File: src/verilog/ebgc_pkg.sv
// package: constants and types for the external bus grant controller
package ebgc_pkg;
  localparam int ADDR_W = 14;
  localparam int DATA_W = 24;
  localparam int WAIT_W = 3;
  localparam int ZONES = 5;
  localparam logic [2:0] PWAIT_RST = 3'h7;
  localparam logic [2:0] DWAIT_RST = 3'h7;

  typedef enum logic {EBGC_SP_PROG, EBGC_SP_DATA} ebgc_space_e;

  // one external access request to the sequencer
  typedef struct packed {
    logic valid;
    logic boot;
    logic write;
    ebgc_space_e space;
    logic [2:0] zone;
    logic [ADDR_W-1:0] addr;
    logic [DATA_W-1:0] wdata;
    logic paired;
  } ebgc_acc_s;

  // memory pin bundle: value and enable
  typedef struct packed {
    logic [ADDR_W-1:0] addr;
    logic addr_oe;
    logic [DATA_W-1:0] data;
    logic data_oe;
    logic prog_sel_n;
    logic data_sel_n;
    logic boot_sel_n;
    logic rd_n;
    logic wr_n;
    logic ctl_oe;
  } ebgc_pins_s;
endpackage : ebgc_pkg

File: src/verilog/ebgc_ctrl.sv
// external memory port sequencer with bus request and grant arbitration
`timescale 1ns/1ps
`default_nettype none

// How it works
// - peripherals are plain data-memory reads and writes, timed by their zone wait states.
// - with run-while-granted on, the core runs on and stalls only for an external access.
// - with run-while-granted off, the core is halted before the grant is issued.
// - on a recognized request the address, data, strobes and selects are floated.
// - the grant goes low only after the pins are floated; the clock output keeps running.
// - a paired program/data access is split, the second done after the request goes away.
// - a grant never changes core state; the stalled access resumes exactly where it stopped.
// - on release the grant rises first and the pins are driven again only afterwards.
// - under reset requests are granted as usual and serial and flag pins float.
// - during boot a request is honoured only once the current byte with its waits ends.
// - internal accesses keep selects and strobes high and buses floating.
// - in reset buses float and controls are high; boot drives boot select and read.
// - the core is stalled for wait states and for contention on the one memory port.
// - each data zone has a 3-bit wait count adding cycles to the strobe.
// - address first, then select, then strobe; the strobe ends before the select.
module ebgc_ctrl #(
  parameter int ZONES = ebgc_pkg::ZONES
) (
  input wire logic sys_clk,
  input wire logic rst,
  input wire logic ext_bus_req_n,
  input wire logic run_while_granted,
  input wire logic [ebgc_pkg::WAIT_W-1:0] prog_wait,
  input wire logic [ZONES*ebgc_pkg::WAIT_W-1:0] zone_wait,
  input wire ebgc_pkg::ebgc_acc_s acc_req,
  input wire logic core_halt_ok,
  output logic acc_ready,
  output logic [ebgc_pkg::DATA_W-1:0] acc_rdata,
  output logic core_stall,
  output logic ext_bus_gnt_n,
  output ebgc_pkg::ebgc_pins_s pins,
  input wire logic [ebgc_pkg::DATA_W-1:0] mem_data_in,
  output logic clock_output,
  output logic periph_pins_oe
);
  typedef enum {
    ST_IDLE, ST_ADDR, ST_SEL, ST_STRB, ST_END, ST_FLOAT, ST_GRANT, ST_UNGRANT
  } ebgc_state_e;

  ebgc_state_e state_q;
  logic req_q;
  logic [2:0] wait_q;
  logic resume_pair_q;
  ebgc_pkg::ebgc_acc_s cur_q;
  logic [2:0] acc_wait;
  logic can_grant;

  // registered request, active high internally; sampled in reset too
  always_ff @(posedge sys_clk) begin
    req_q <= ~ext_bus_req_n;
  end

  // zone wait select
  always_comb begin
    acc_wait = prog_wait;
    for (int z = 0; z < ZONES; z++) begin
      if (acc_req.space == ebgc_pkg::EBGC_SP_DATA && acc_req.zone == 3'(z)) begin
        acc_wait = zone_wait[z*ebgc_pkg::WAIT_W +: ebgc_pkg::WAIT_W];
      end
    end
  end

  // grant allowed when idle; halt first unless run-while-granted
  assign can_grant = req_q && (run_while_granted || core_halt_ok || rst);

  always_ff @(posedge sys_clk) begin
    if (rst) begin
      cur_q <= '0;
      wait_q <= 3'h0;
      resume_pair_q <= 1'b0;
      acc_rdata <= '0;
      // grant path stays live under reset
      case (state_q)
        ST_FLOAT: state_q <= ST_GRANT;
        ST_GRANT: begin
          if (!req_q) begin
            state_q <= ST_UNGRANT;
          end
        end
        ST_UNGRANT: state_q <= ST_IDLE;
        default: begin
          if (req_q) begin
            state_q <= ST_FLOAT;
          end else begin
            state_q <= ST_IDLE;
          end
        end
      endcase
    end else begin
      case (state_q)
        ST_IDLE: begin
          // second half of a split pair goes before a new grant
          if (can_grant && !(resume_pair_q && acc_req.valid)) begin
            state_q <= ST_FLOAT;
          end else if (acc_req.valid) begin
            cur_q <= acc_req;
            wait_q <= acc_wait;
            resume_pair_q <= 1'b0;
            state_q <= ST_ADDR;
          end
        end
        ST_ADDR: state_q <= ST_SEL;
        ST_SEL: state_q <= ST_STRB;
        ST_STRB: begin
          if (wait_q != 3'h0) begin
            wait_q <= wait_q - 3'h1;
          end else begin
            if (!cur_q.write) begin
              acc_rdata <= mem_data_in;
            end
            state_q <= ST_END;
          end
        end
        ST_END: begin
          // boot byte or first of a pair done: request honoured here
          resume_pair_q <= cur_q.paired;
          state_q <= req_q ? ST_FLOAT : ST_IDLE;
        end
        ST_FLOAT: state_q <= ST_GRANT;
        ST_GRANT: begin
          if (!req_q) begin
            state_q <= ST_UNGRANT;
          end
        end
        ST_UNGRANT: state_q <= ST_IDLE;
        default: state_q <= ST_IDLE;
      endcase
    end
  end

  // handshake to the core; stalled accesses are held by the core untouched
  always_comb begin
    acc_ready = (state_q == ST_END);
    core_stall = acc_req.valid && !acc_ready;
    if (!run_while_granted && ((state_q == ST_IDLE && req_q) || state_q == ST_FLOAT ||
        state_q == ST_GRANT)) begin
      core_stall = 1'b1;
    end
  end

  // pin drive from state
  always_comb begin
    pins = '0;
    pins.prog_sel_n = 1'b1;
    pins.data_sel_n = 1'b1;
    pins.boot_sel_n = 1'b1;
    pins.rd_n = 1'b1;
    pins.wr_n = 1'b1;
    pins.ctl_oe = !(state_q == ST_FLOAT || state_q == ST_GRANT ||
      state_q == ST_UNGRANT);
    if (state_q == ST_ADDR || state_q == ST_SEL || state_q == ST_STRB || state_q == ST_END) begin
      pins.addr = cur_q.addr;
      pins.addr_oe = 1'b1;
      pins.data = cur_q.wdata;
      pins.data_oe = cur_q.write;
      if (state_q != ST_ADDR) begin
        pins.boot_sel_n = !cur_q.boot;
        pins.prog_sel_n = cur_q.boot || cur_q.space != ebgc_pkg::EBGC_SP_PROG;
        pins.data_sel_n = cur_q.boot || cur_q.space != ebgc_pkg::EBGC_SP_DATA;
      end
      if (state_q == ST_STRB) begin
        pins.rd_n = cur_q.write;
        pins.wr_n = !cur_q.write || cur_q.boot;
      end
    end
  end

  // grant output registered: low one clock after float, live in reset too
  always_ff @(posedge sys_clk) begin
    ext_bus_gnt_n <= !(state_q == ST_FLOAT || (state_q == ST_GRANT && req_q));
  end

  assign clock_output = sys_clk;
  assign periph_pins_oe = !rst;

  property p_grant_after_float;
    @(posedge sys_clk) disable iff (rst)
      $fell(ext_bus_gnt_n) |-> !$past(pins.ctl_oe) && !pins.ctl_oe;
  endproperty
  a_grant_after_float: assert property (p_grant_after_float) else $error("grant before float");

  property p_float_in_grant;
    @(posedge sys_clk) disable iff (rst)
      !ext_bus_gnt_n |-> !pins.ctl_oe && !pins.addr_oe && !pins.data_oe;
  endproperty
  a_float_in_grant: assert property (p_float_in_grant) else $error("pins driven in grant");

  property p_release_order;
    @(posedge sys_clk) disable iff (rst)
      $rose(ext_bus_gnt_n) |-> !pins.ctl_oe ##1 pins.ctl_oe;
  endproperty
  a_release_order: assert property (p_release_order) else $error("pins before grant release");

  property p_grant_latency;
    @(posedge sys_clk) disable iff (rst)
      (state_q == ST_IDLE && can_grant) |-> ##2 !ext_bus_gnt_n;
  endproperty
  a_grant_latency: assert property (p_grant_latency) else $error("grant late");

  property p_halt_first;
    @(posedge sys_clk) disable iff (rst)
      (!ext_bus_gnt_n && !run_while_granted) |-> core_stall;
  endproperty
  a_halt_first: assert property (p_halt_first) else $error("core ran while granted");

  property p_strobe_order;
    @(posedge sys_clk) disable iff (rst)
      $fell(pins.rd_n) |-> $past(!pins.prog_sel_n || !pins.data_sel_n || !pins.boot_sel_n);
  endproperty
  a_strobe_order: assert property (p_strobe_order) else $error("strobe before select");

  property p_idle_quiet;
    @(posedge sys_clk) disable iff (rst)
      state_q == ST_IDLE |-> pins.rd_n && pins.wr_n && pins.prog_sel_n && !pins.addr_oe;
  endproperty
  a_idle_quiet: assert property (p_idle_quiet) else $error("pins active when internal");

  property p_boot_no_write;
    @(posedge sys_clk) disable iff (rst)
      !pins.boot_sel_n |-> pins.wr_n && pins.prog_sel_n && pins.data_sel_n;
  endproperty
  a_boot_no_write: assert property (p_boot_no_write) else $error("boot drove write");

  property p_wait_len;
    @(posedge sys_clk) disable iff (rst)
      (state_q == ST_STRB && wait_q != 3'h0) |=>
        state_q == ST_STRB && !(pins.rd_n && pins.wr_n);
  endproperty
  a_wait_len: assert property (p_wait_len) else $error("strobe cut short");

  property p_strobe_end;
    @(posedge sys_clk) disable iff (rst)
      (state_q == ST_STRB && wait_q == 3'h0) |=>
        pins.rd_n && pins.wr_n && !(pins.prog_sel_n && pins.data_sel_n && pins.boot_sel_n);
  endproperty
  a_strobe_end: assert property (p_strobe_end) else $error("select ended with strobe");
endmodule : ebgc_ctrl

`default_nettype wire

File: config.mk
export PLATFORM = sky130hd
export DESIGN_NAME = ebgc_ctrl
export DESIGN_NICKNAME = d
export VERILOG_FILES = /design/src/verilog/ebgc_pkg.sv /design/src/verilog/ebgc_ctrl.sv
export SDC_FILE = /design/constraint.sdc
export NUM_CORES = 1
export LEC_CHECK = 0
export ABC_CLOCK_PERIOD_IN_PS = 7470
export BUFFER_PORTS_ARGS = -buffer_cell sky130_fd_sc_hd__buf_2
export CORE_MARGIN = 3
export CORE_UTILIZATION = 54
export CTS_BUF_LIST = sky130_fd_sc_hd__clkbuf_2 sky130_fd_sc_hd__clkbuf_4 sky130_fd_sc_hd__clkbuf_8
export DETAILED_ROUTE_END_ITERATION = 8
export PLACE_DENSITY = 0.88
export SKIP_LAST_GASP = 1
export SLEW_MARGIN = 25
export SYNTH_ARGS = -nofsm -noshare
export SYNTH_HDL_FRONTEND = slang
export SYNTH_SLANG_ARGS = --single-unit
File: constraint.sdc
create_clock -name sys_clk -period 7.47 [get_ports sys_clk]
set_clock_uncertainty 0.2 [all_clocks]
set_input_delay 0.747 -clock sys_clk [delete_from_list [all_inputs] [get_ports sys_clk]]
set_output_delay 0.747 -clock sys_clk [all_outputs]
set_load 0.1 [all_outputs]
==> flow_summary_export.csv, run 1 <==
group,metric,value,unit
outcome,status,"finished clean",
cells_and_area,drive_gt1_share,31.02,%
timing,worst_pin_slew,0.7714,ns
cells_and_area,antenna_cells,0,
synthesis,synth_area,4393,um2
synthesis,yosysWarnings,0,
synthesis,syn_inst,458,
worst_setup_path,r2r_end,"state_q[15]$_DFFE_PP_",
worst_setup_path,crit_fanout,2,
worst_setup_path,startpoint,"sys_clk",
cts,path_clk_slew,0.09,ns
synthesis,synth.area.top_cells,"dfxtp_1 33%, edfxtp_1 22%, nand2_1 7.9%, mux2i_1 6.6%, and2_1 5.7%",
cells_and_area,nNetsFinal,738,
worst_setup_path,critPathSlowestCell,"buf_2",
timing,tns,0,ns
route,drtAntennaViolNets,0,
floorplanning,die_area,9253,um2
route,dr.pass1.iters,4,
worst_setup_path,critPathKind,"clock port to primary output",
grt,grt_max_degree,77,
grt,grt_pass1_vias,3507,
floorplanning,die_h,96.20,um
pwr,combinationalPowerShare,5.6,%
synthesis,synth_edf_count,32,
synthesis,yosys_register_bits,104,
pwr,leakage,2.412,nW
timing,timing.final.hold_violations,0,
cts,tritoncts,"yes",
cts,ctsResizeCount,0,
floorplanning,ios,168,
place,gp_congestion,0.8799,
place,port-buffer-count,167,
route,post_drt_wl_per_cell,13.34,um
pwr,switching_share,25.73,%
synthesis,synth_area_per_cell,9.592,um2
timing,rsz0062_at_grt,"false",
route,vias,3847,
grt,global_route.usage.total,21.22,%
timing,whs,0.2291,ns
synthesis,synth.yosys.seq_area_share,54.69,%
worst_setup_path,critPathCapture,"clock_output",
floorplanning,die_w,96.20,um
timing,drv_slew,0,
cts,postCtsSetupRepairBufs,0,
route,viasPerCell,5.129,
synthesis,async_flop_share,0,%
worst_setup_path,setup.worst_path.start_class,"clock port",
grt,grt_pass1_wl,15300,um
worst_setup_path,cp.required,6.52,ns
worst_hold_path,hp-class,"input port to flip-flop",
worst_setup_path,max_stage_delay,0.28,ns
route,drt_iter0_markers,212,
synthesis,synth_top_area_share,32.81,%
worst_setup_path,crit_chain,"clkbuf_8 > clkbuf_8 > buf_2",
cts,clock_latency,0.46,ns
pwr,p_clk_share,37.5,%
cells_and_area,regArea,2402,um2
grt,antenna_found_initial,0,
synthesis,ys.flop_type,"dfxtp_1",
synthesis,synth_top_area_cell,"dfxtp_1",
pwr,p_sw,0.0002699,W
worst_setup_path,rr_startpoint,"state_q[16]$_DFFE_PP_",
worst_setup_path,ff2ff_setup_slack,4.99,ns
pwr,power_density,188.1,nW/um2
worst_setup_path,cp-end-kind,"primary output",
cts,ctsHoldBuffers,0,
floorplanning,core_area,7807,um2
floorplanning,rows,32,
job,maxCapViolations,0,
pwr,ir_worst_vdd,177.6,uV
place,hpwl,7414,um
synthesis,yosysUniqueCellTypes,50,
cells_and_area,multiInputGateArea,1929,um2
cells_and_area,fillers,604,
worst_setup_path,crit_top_cell,"clkbuf_8",
pwr,seqPwrFrac,56.9,%
grt,gr-total-overflow,0,
worst_setup_path,reg2regPathDepth,5,
cells_and_area,area_growth,26.92,%
worst_setup_path,cp.arrival,4.24,ns
pwr,p_int,0.0007788,W
route,routed_wirelength,10010,um
floorplanning,start_util,56.27,%
timing,setup_viol,0,
route,drc_errors,0,
timing,max_slew_margin,48.58,%
-- layout make-up --
cell class / count / area share [%]
Timing Repair Buffer: 171 / 15.57
Clock buffer: 14 / 3.142
Inverter: 8 / 0.5386
Tap cell: 102 / 2.289
Multi-Input combinational cell: 345 / 34.61
Sequential cell: 104 / 43.09
Clock inverter: 6 / 0.7630
-- critical path, delay by kind of cell --
family | cells | cell delay, ns
buf+inv | 3 | 0.50
-- metal layers --
layer	up-vias	global-route usage [%]	part of all wire [%]
met3	18	4.691	8.9
met4	0	7.938	1.7
li1	1897	-	-
met2	168	37.95	51
met1	1764	24.65	39
met5	-	0	0
-- through the flow --
step | setup WS, ns | total power [W] | instance area (um2) | instances | util (%)
floorplan | 1.158 | 0.0006859 | 4498 | 486 | -
global placement | 2.518 | 0.0007123 | 5358 | 731 | 68.62
detailed placement | 2.518 | 0.0007143 | 5358 | 731 | 68.62
CTS | 2.282 | 0.001059 | 5570 | 750 | 71.35
global route | 2.279 | 0.001090 | 5575 | 750 | 71.41
finish | 2.286 | 0.001049 | 5575 | 750 | 71.41
-- flip-flops by register name, summed over array words and instances (netlist names) --
| register | count |
|---|---|
| wait_q | 3 |
| resume_pair_q | 1 |
| state_q | 32 |
| acc_rdata | 24 |
| cur_q | 42 |
| ext_bus_gnt_n | 1 |
| req_q | 1 |
-- synth_stat cells (2+ instances only) --
master / count
or2_1: 2
a31oi_1: 2
buf_6: 2
nand3b_1: 2
o221ai_1: 2
and2_1: 40
o31a_1: 2
mux2i_1: 29
buf_4: 2
nor2_1: 37
nor4_2: 2
nand2b_1: 3
xnor2_1: 2
nand2_1: 93
a211oi_1: 4
edfxtp_1: 32
nor3_1: 5
buf_2: 13
inv_1: 8
o21ai_1: 2
nor4_1: 5
o211ai_1: 3
dfxtp_1: 72
nor2b_1: 2
nand4_1: 3
a21oi_1: 45
clkbuf_1: 12
o21ai_0: 5
nand3_1: 5
ha_1: 2
-- how the worst min path moves through the flow --
| stage | slack (ns) | from | end | cells past startpoint |
|---|---|---|---|---|
| after floorplan | 0.23 | cur_q[10]$_SDFFE_PP0P_ | cur_q[10]$_SDFFE_PP0P_ | 2 |
| after global placement | 0.24 | cur_q[24]$_SDFFE_PP0P_ | cur_q[24]$_SDFFE_PP0P_ | 2 |
| after detailed placement | 0.24 | cur_q[14]$_SDFFE_PP0P_ | cur_q[14]$_SDFFE_PP0P_ | 2 |
| after CTS | 0.21 | ext_bus_req_n | req_q$_DFF_P_ | 2 |
| after global routing | 0.22 | ext_bus_req_n | req_q$_DFF_P_ | 2 |
| final | 0.23 | ext_bus_req_n | req_q$_DFF_P_ | 2 |
-- logic make-up after synthesis --
kind of cell | share of synthesized area (%)
AND/OR/NAND/NOR | 23.18
flip-flops | 54.69
AO/OA/AOI/OAI | 9.912
buffers and inverters | 4.044
multiplexers | 7.120
adder cells (fa/ha/maj) | 0.5695
XOR/XNOR | 0.3988
other | 0.08536
-- power by group through the flow --
stage | Combinational, W | Clock [W] | Sequential, W
3_5_place_dp | 0.0000577 | 0.0000471 | 0.000609
5_1_grt | 0.0000648 | 0.000428 | 0.000598
4_1_cts | 0.0000581 | 0.000404 | 0.000596
6_report | 0.0000589 | 0.000393 | 0.000596
3_3_place_gp | 0.0000565 | 0.0000471 | 0.000609
2_1_floorplan | 0.0000290 | 0.0000505 | 0.000606
-- cell usage in the layout, fill, tap and decap left out, types with 8 or more instances in the layout --
| master | n |
|---|---|
| edfxtp_1 | 32 |
| buf_2 | 167 |
| mux2i_1 | 29 |
| inv_1 | 8 |
| nand2_1 | 93 |
| and2_1 | 40 |
| nor2_1 | 37 |
| conb_1 | 29 |
| a21oi_1 | 45 |
| clkbuf_8 | 12 |
| dfxtp_1 | 72 |
(Power assumes the default switching activity.)
==> run 2: changes to the inputs <==
--- a/config.mk
+++ b/config.mk
@@ -5,13 +5,13 @@
 export SDC_FILE = /design/constraint.sdc
 export NUM_CORES = 1
 export LEC_CHECK = 0
-export ABC_CLOCK_PERIOD_IN_PS = 7470
+export ABC_CLOCK_PERIOD_IN_PS = 4400
 export BUFFER_PORTS_ARGS = -buffer_cell sky130_fd_sc_hd__buf_2
 export CORE_MARGIN = 3
-export CORE_UTILIZATION = 54
+export CORE_UTILIZATION = 46
 export CTS_BUF_LIST = sky130_fd_sc_hd__clkbuf_2 sky130_fd_sc_hd__clkbuf_4 sky130_fd_sc_hd__clkbuf_8
 export DETAILED_ROUTE_END_ITERATION = 8
-export PLACE_DENSITY = 0.88
+export PLACE_DENSITY = 0.8
 export SKIP_LAST_GASP = 1
 export SLEW_MARGIN = 25
 export SYNTH_ARGS = -nofsm -noshare
==> constraint.sdc (replaced) <==
create_clock -name sys_clk -period 4.4 [get_ports sys_clk]
set_clock_uncertainty 0.2 [all_clocks]
set_input_delay 0.44 -clock sys_clk [delete_from_list [all_inputs] [get_ports sys_clk]]
set_output_delay 0.44 -clock sys_clk [all_outputs]
set_load 0.1 [all_outputs]
==> run 2 against run 1 <==
Against the previous run:
- largest power group unchanged
- final cell count up 10%
- clock-buffer cell count is 1 lower
- highest routed layer unchanged
- core utilization decreased by 5.0 points
- hold slack worse by 0.22 ns
- critical endpoint is now pins[29]
==> flow_summary_export.csv, run 2 (synthesis gave the netlist of run 1 again) <==
group,metric,value,unit
pwr,p_sw,0.0005083,W
worst_setup_path,crit_fanout,40,
grt,antenna_found_initial,0,
cells_and_area,antenna_cells,0,
grt,grt_pass1_wl,18930,um
floorplanning,die_w,103.7,um
route,drtAntennaViolNets,0,
timing,period_needed,3.727,ns
worst_setup_path,cp-end-kind,"primary output",
worst_setup_path,max_stage_delay,0.43,ns
worst_setup_path,rr_startpoint,"state_q[24]$_DFFE_PP_",
outcome,status,"finished clean",
worst_setup_path,r2r_end,"state_q[29]$_DFFE_PP_",
cts,tritoncts,"yes",
floorplanning,die_h,103.7,um
worst_setup_path,cp.required,3.76,ns
pwr,seqPwrFrac,52.6,%
worst_hold_path,holdPathStages,3,
cells_and_area,drive_gt1_share,29.17,%
route,post_drt_wl_per_cell,13.75,um
worst_setup_path,reg2regPathDepth,5,
worst_setup_path,critPathKind,"flip-flop to primary output",
worst_setup_path,ff2ff_setup_slack,1.81,ns
route,drc_errors,0,
timing,timing.final.hold_violations,0,
grt,grt_pass1_vias,3955,
timing,tns,0,ns
pwr,p_int,0.001417,W
worst_hold_path,hp-class,"input port to flip-flop",
pwr,combinationalPowerShare,7.0,%
route,dr.pass1.iters,5,
grt,grt_max_degree,76,
pwr,ir_worst_vdd,508.1,uV
cells_and_area,nNetsFinal,786,
cells_and_area,final_cells,825,
pwr,switching_share,26.40,%
floorplanning,start_util,47.54,%
cts,path_clk_slew,0.11,ns
timing,drv_slew,0,
floorplanning,rows,35,
timing,whs,0.004152,ns
place,hpwl,7393,um
timing,post-route-period-util,84.70,%
cells_and_area,largest_register,"cur_q",
timing,setup_viol,0,
worst_setup_path,setup.worst_path.start_class,"flip-flop",
floorplanning,core_area,9240,um2
grt,global_route.usage.total,21.45,%
worst_setup_path,cp.arrival,3.09,ns
timing,max_freq,268.3,MHz
route,drt_iter0_markers,293,
worst_setup_path,crit_chain,"nor4_1 > nand4_1 > or2_1 > nor2_2 > buf_4 > and2_1 > buf_2",
pwr,power_density,313.7,nW/um2
worst_hold_path,min_delay_worst_endpoint,"cur_q[15]$_SDFFE_PP0P_",
worst_setup_path,critPathSlowestCell,"or2_1",
job,maxCapViolations,0,
cells_and_area,final_common_cell,"buf_2",
grt,gr-total-overflow,0,
timing,max_slew_margin,49.04,%
cells_and_area,top_regs,"cur_q (42), state_q (32), acc_rdata (24)",
timing,rsz0062_at_grt,"false",
cts,postCtsSetupRepairBufs,0,
route,viasPerCell,4.873,
cts,clock_latency,0.47,ns
floorplanning,die_area,10760,um2
cells_and_area,area_growth,39.68,%
timing,worst_pin_slew,0.7645,ns
pwr,leakage,2.640,nW
cells_and_area,final_util,66.40,%
worst_hold_path,worstHoldStart,"acc_req[15]",
cells_and_area,largest_reg_flops,42,
place,placedCellCount,759,
route,routed_wirelength,11340,um
place,gp_congestion,0.8372,
floorplanning,ios,168,
pwr,p_clk_share,40.4,%
place,port-buffer-count,167,
route,vias,4020,
cells_and_area,mostFrequentLayoutCells,"167 x buf_2, 93 x nand2_1, 72 x dfxtp_1",
run 2: layout make-up:
class / instances / area, um2
repair buffers: 219 / 1346
fillers: 733 / 3104
clock inverters: 7 / 90.09
flip-flops and latches: 104 / 2402
multi-input cells: 345 / 1936
clock buffers: 13 / 170.2
well taps: 129 / 161.4
inverters: 8 / 30.03
run 2: through the flow:
stage / cell area, um2 / setup slack, ns / total power, W
3_3_place_gp: 5410 / 1.260 / 0.001211
5_1_grt: 6136 / 0.4268 / 0.002011
4_1_cts: 6116 / 0.6763 / 0.001947
2_1_floorplan: 4509 / 0.03531 / 0.001165
3_5_place_dp: 5410 / 1.182 / 0.001213
6_report: 6136 / 0.6733 / 0.001925
run 2: what timing repair did:
item,in CTS,in global routing
hold endpoints to repair,45,2
setup endpoints to repair,0,0
hold buffers,45,2
gates resized for setup,0,0
run 2: worst max-delay path, delay by kind of cell (launching register included):
family	cells	cell delay (ns)
flip-flops	1	0.39
AND/OR/NAND/NOR	5	1.48
buffers and inverters	2	0.72
run 2: metal layers:
metal,track usage [%],share of wire [%]
met4,10.73,2.8
met2,36.87,51
met5,0,0
met3,5.047,6.6
met1,25.12,40
run 2: power groups by stage:
stage	combinational [W]	clock (W)	sequential, W
global route	0.000148	0.000847	0.00102
floorplan	0.0000501	0.0000858	0.00103
global placement	0.0000973	0.0000800	0.00103
finish	0.000135	0.000777	0.00101
detailed placement	0.0000986	0.0000800	0.00103
CTS	0.000131	0.000804	0.00101
run 2: how the worst max path moves through the flow:
| stage | from | cells past startpoint | slack (ns) | to |
|---|---|---|---|---|
| floorplan | state_q[8]$_DFFE_PP_ | 5 | 0.04 | core_stall |
| global placement | state_q[8]$_DFFE_PP_ | 7 | 1.26 | pins[20] |
| detailed placement | state_q[8]$_DFFE_PP_ | 7 | 1.18 | pins[6] |
| CTS | state_q[8]$_DFFE_PP_ | 7 | 0.68 | pins[6] |
| global route | state_q[24]$_DFFE_PP_ | 7 | 0.43 | pins[29] |
| finish | state_q[24]$_DFFE_PP_ | 7 | 0.67 | pins[29] |
==> run 3: changes to the inputs <==
--- a/config.mk
+++ b/config.mk
@@ -5,13 +5,13 @@
 export SDC_FILE = /design/constraint.sdc
 export NUM_CORES = 1
 export LEC_CHECK = 0
-export ABC_CLOCK_PERIOD_IN_PS = 4400
+export ABC_CLOCK_PERIOD_IN_PS = 3600
 export BUFFER_PORTS_ARGS = -buffer_cell sky130_fd_sc_hd__buf_2
 export CORE_MARGIN = 3
-export CORE_UTILIZATION = 46
+export CORE_UTILIZATION = 51
 export CTS_BUF_LIST = sky130_fd_sc_hd__clkbuf_2 sky130_fd_sc_hd__clkbuf_4 sky130_fd_sc_hd__clkbuf_8
 export DETAILED_ROUTE_END_ITERATION = 8
-export PLACE_DENSITY = 0.8
+export PLACE_DENSITY = 0.84
 export SKIP_LAST_GASP = 1
 export SLEW_MARGIN = 25
 export SYNTH_ARGS = -nofsm -noshare
==> constraint.sdc (replaced) <==
create_clock -name sys_clk -period 3.6 [get_ports sys_clk]
set_clock_uncertainty 0.2 [all_clocks]
set_input_delay 0.36 -clock sys_clk [delete_from_list [all_inputs] [get_ports sys_clk]]
set_output_delay 0.36 -clock sys_clk [all_outputs]
set_load 0.1 [all_outputs]
==> run 3 against run 2 <==
Against the previous run:
- sequential share of layout area is 4.4 points lower
- via count is 8.5% higher
- clock-buffer cell count stayed put
- sequential power is 23% higher
- non-clock buffer count is 21 higher
- power is 22% higher
- die area is 9.3% lower
- core utilization is 17 points higher
- critical path depth stayed put
- final cell count is 0.36% lower
==> flow_summary_export.csv, run 3 (synthesis gave the netlist of run 1 again) <==
group,metric,value,unit
grt,antenna_found_initial,0,
pwr,ir_worst_vdd,287.1,uV
route,drc_errors,0,
worst_setup_path,ff2ff_setup_slack,1.03,ns
pwr,p_sw,0.0006043,W
grt,grt_pass1_wl,21740,um
timing,period_needed,3.391,ns
floorplanning,die_h,98.81,um
floorplanning,die_area,9763,um2
job,maxCapViolations,0,
floorplanning,ios,168,
cells_and_area,largest_reg_flops,42,
floorplanning,start_util,52.93,%
cells_and_area,drive_gt1_share,28.87,%
cts,path_clk_slew,0.09,ns
pwr,seqPwrFrac,52.9,%
worst_setup_path,cp.arrival,2.83,ns
grt,grt_max_degree,76,
route,viasPerCell,5.305,
cells_and_area,nNetsFinal,807,
place,place_ws,0.6150,ns
outcome,status,"finished clean",
timing,max_freq,294.9,MHz
worst_setup_path,crit_fanout,40,
floorplanning,die_w,98.81,um
grt,gr-total-overflow,0,
timing,worst_pin_slew,0.7753,ns
worst_setup_path,cp-end-kind,"primary output",
route,routed_wirelength,13580,um
pwr,p_clk_share,39.1,%
cells_and_area,final_common_cell,"buf_2",
worst_hold_path,hp-class,"input port to flip-flop",
timing,drv_slew,0,
cells_and_area,area_growth,57.48,%
route,post_drt_wl_per_cell,16.52,um
timing,post-route-period-util,94.20,%
pwr,p_int,0.001737,W
timing,max_slew_margin,48.31,%
cells_and_area,top_regs,"cur_q (42), state_q (32), acc_rdata (24)",
route,drtAntennaViolNets,0,
grt,grt_pass1_vias,4523,
pwr,combinationalPowerShare,8.0,%
timing,tns,0,ns
worst_setup_path,path_buf_inv,2,
cells_and_area,fin_area,6918,um2
floorplanning,rows,33,
worst_setup_path,cp_top_family,"simple AND/OR/NAND/NOR gates",
worst_setup_path,crit_chain,"nor4_2 > nand4_2 > or2_4 > nor2_2 > buf_4 > and2_1 > buf_12",
cts,tritoncts,"yes",
worst_setup_path,cp.required,3.04,ns
pwr,power_density,338.4,nW/um2
worst_setup_path,max_stage_delay,0.40,ns
place,gp_congestion,0.8652,
route,drt_iter0_markers,335,
route,dr.pass1.iters,5,
place,port-buffer-count,167,
timing,final.setup.worst_slack,0.2087,ns
worst_setup_path,critPathKind,"flip-flop to primary output",
worst_setup_path,setup.worst_path.start_class,"flip-flop",
pwr,leakage,2.826,nW
timing,timing.final.hold_violations,0,
timing,whs,0.1664,ns
timing,rsz0062_at_grt,"false",
floorplanning,core_area,8299,um2
cells_and_area,antenna_cells,0,
place,dpl-instance-area,5988,um2
grt,global_route.usage.total,27.75,%
worst_setup_path,critPathSlowestCell,"or2_4",
cts,clock_latency,0.47,ns
timing,setup_viol,0,
pwr,switching_share,25.81,%
cells_and_area,largest_register,"cur_q",
route,vias,4361,
place,hpwl,8075,um
cells_and_area,mostFrequentLayoutCells,"127 x buf_2, 93 x nand2_1, 72 x dfxtp_1",
run 3: area by class of cell:
cell class	instances	area [um2]
Multi-Input combinational cell	345	1952
Inverter	8	30.03
Sequential cell	104	2402
Clock buffer	13	170.2
Fill cell	433	1381
Timing Repair Buffer	240	2155
Clock inverter	7	77.57
Tap cell	105	131.4
run 3: what timing repair did:
item,in CTS,in global routing
setup buffers,0,1
hold buffers,67,0
hold endpoints to repair,67,0
gates resized for setup,0,2
endpoints found under the setup margin,0,39
run 3: path summary, 6_finish.rpt:
check        cells after the start              startpoint                    endpoint
min                              4             acc_req[45]  resume_pair_q$_SDFFE_PP0P_
max                              7   state_q[12]$_DFFE_PP_                    pins[38]
max reg2reg                      6    state_q[1]$_DFFE_PP_   acc_rdata[3]$_SDFFE_PP0P_
min reg2reg                      2  cur_q[22]$_SDFFE_PP0P_      cur_q[22]$_SDFFE_PP0P_
run 3: power groups by stage:
stage | combinational, W | sequential [W] | clock, W
after global placement | 0.000117 | 0.00126 | 0.0000978
final | 0.000187 | 0.00124 | 0.000915
after floorplan | 0.0000619 | 0.00126 | 0.000105
after detailed placement | 0.000121 | 0.00126 | 0.0000978
after CTS | 0.000180 | 0.00124 | 0.000930
after global routing | 0.000202 | 0.00124 | 0.000987
run 3: worst reg2reg max path: stages (launching register included):
cell and delay, ns:
edfxtp_1 0.57, nand2_2 0.19, or4_4 0.54, nor3_4 0.14
buf_4 0.40, mux2i_1 0.30, nor2_1 0.08
run 3: routing by layer:
layer,routed length [um],global-route usage [%],vias to the layer above
li1,-,-,2036
met1,4913,30.58,2046
met2,7153,49.85,233
met3,1019,5.874,46
met4,490,14.50,0
met5,0,0,-
run 3: metrics by stage:
step	std cells	util [%]	power, W
finish	822	83.36	0.002341
global route	822	83.36	0.002429
CTS	821	83.16	0.002348
detailed placement	735	72.15	0.001484
global placement	735	72.15	0.001477
floorplan	486	-	0.001425
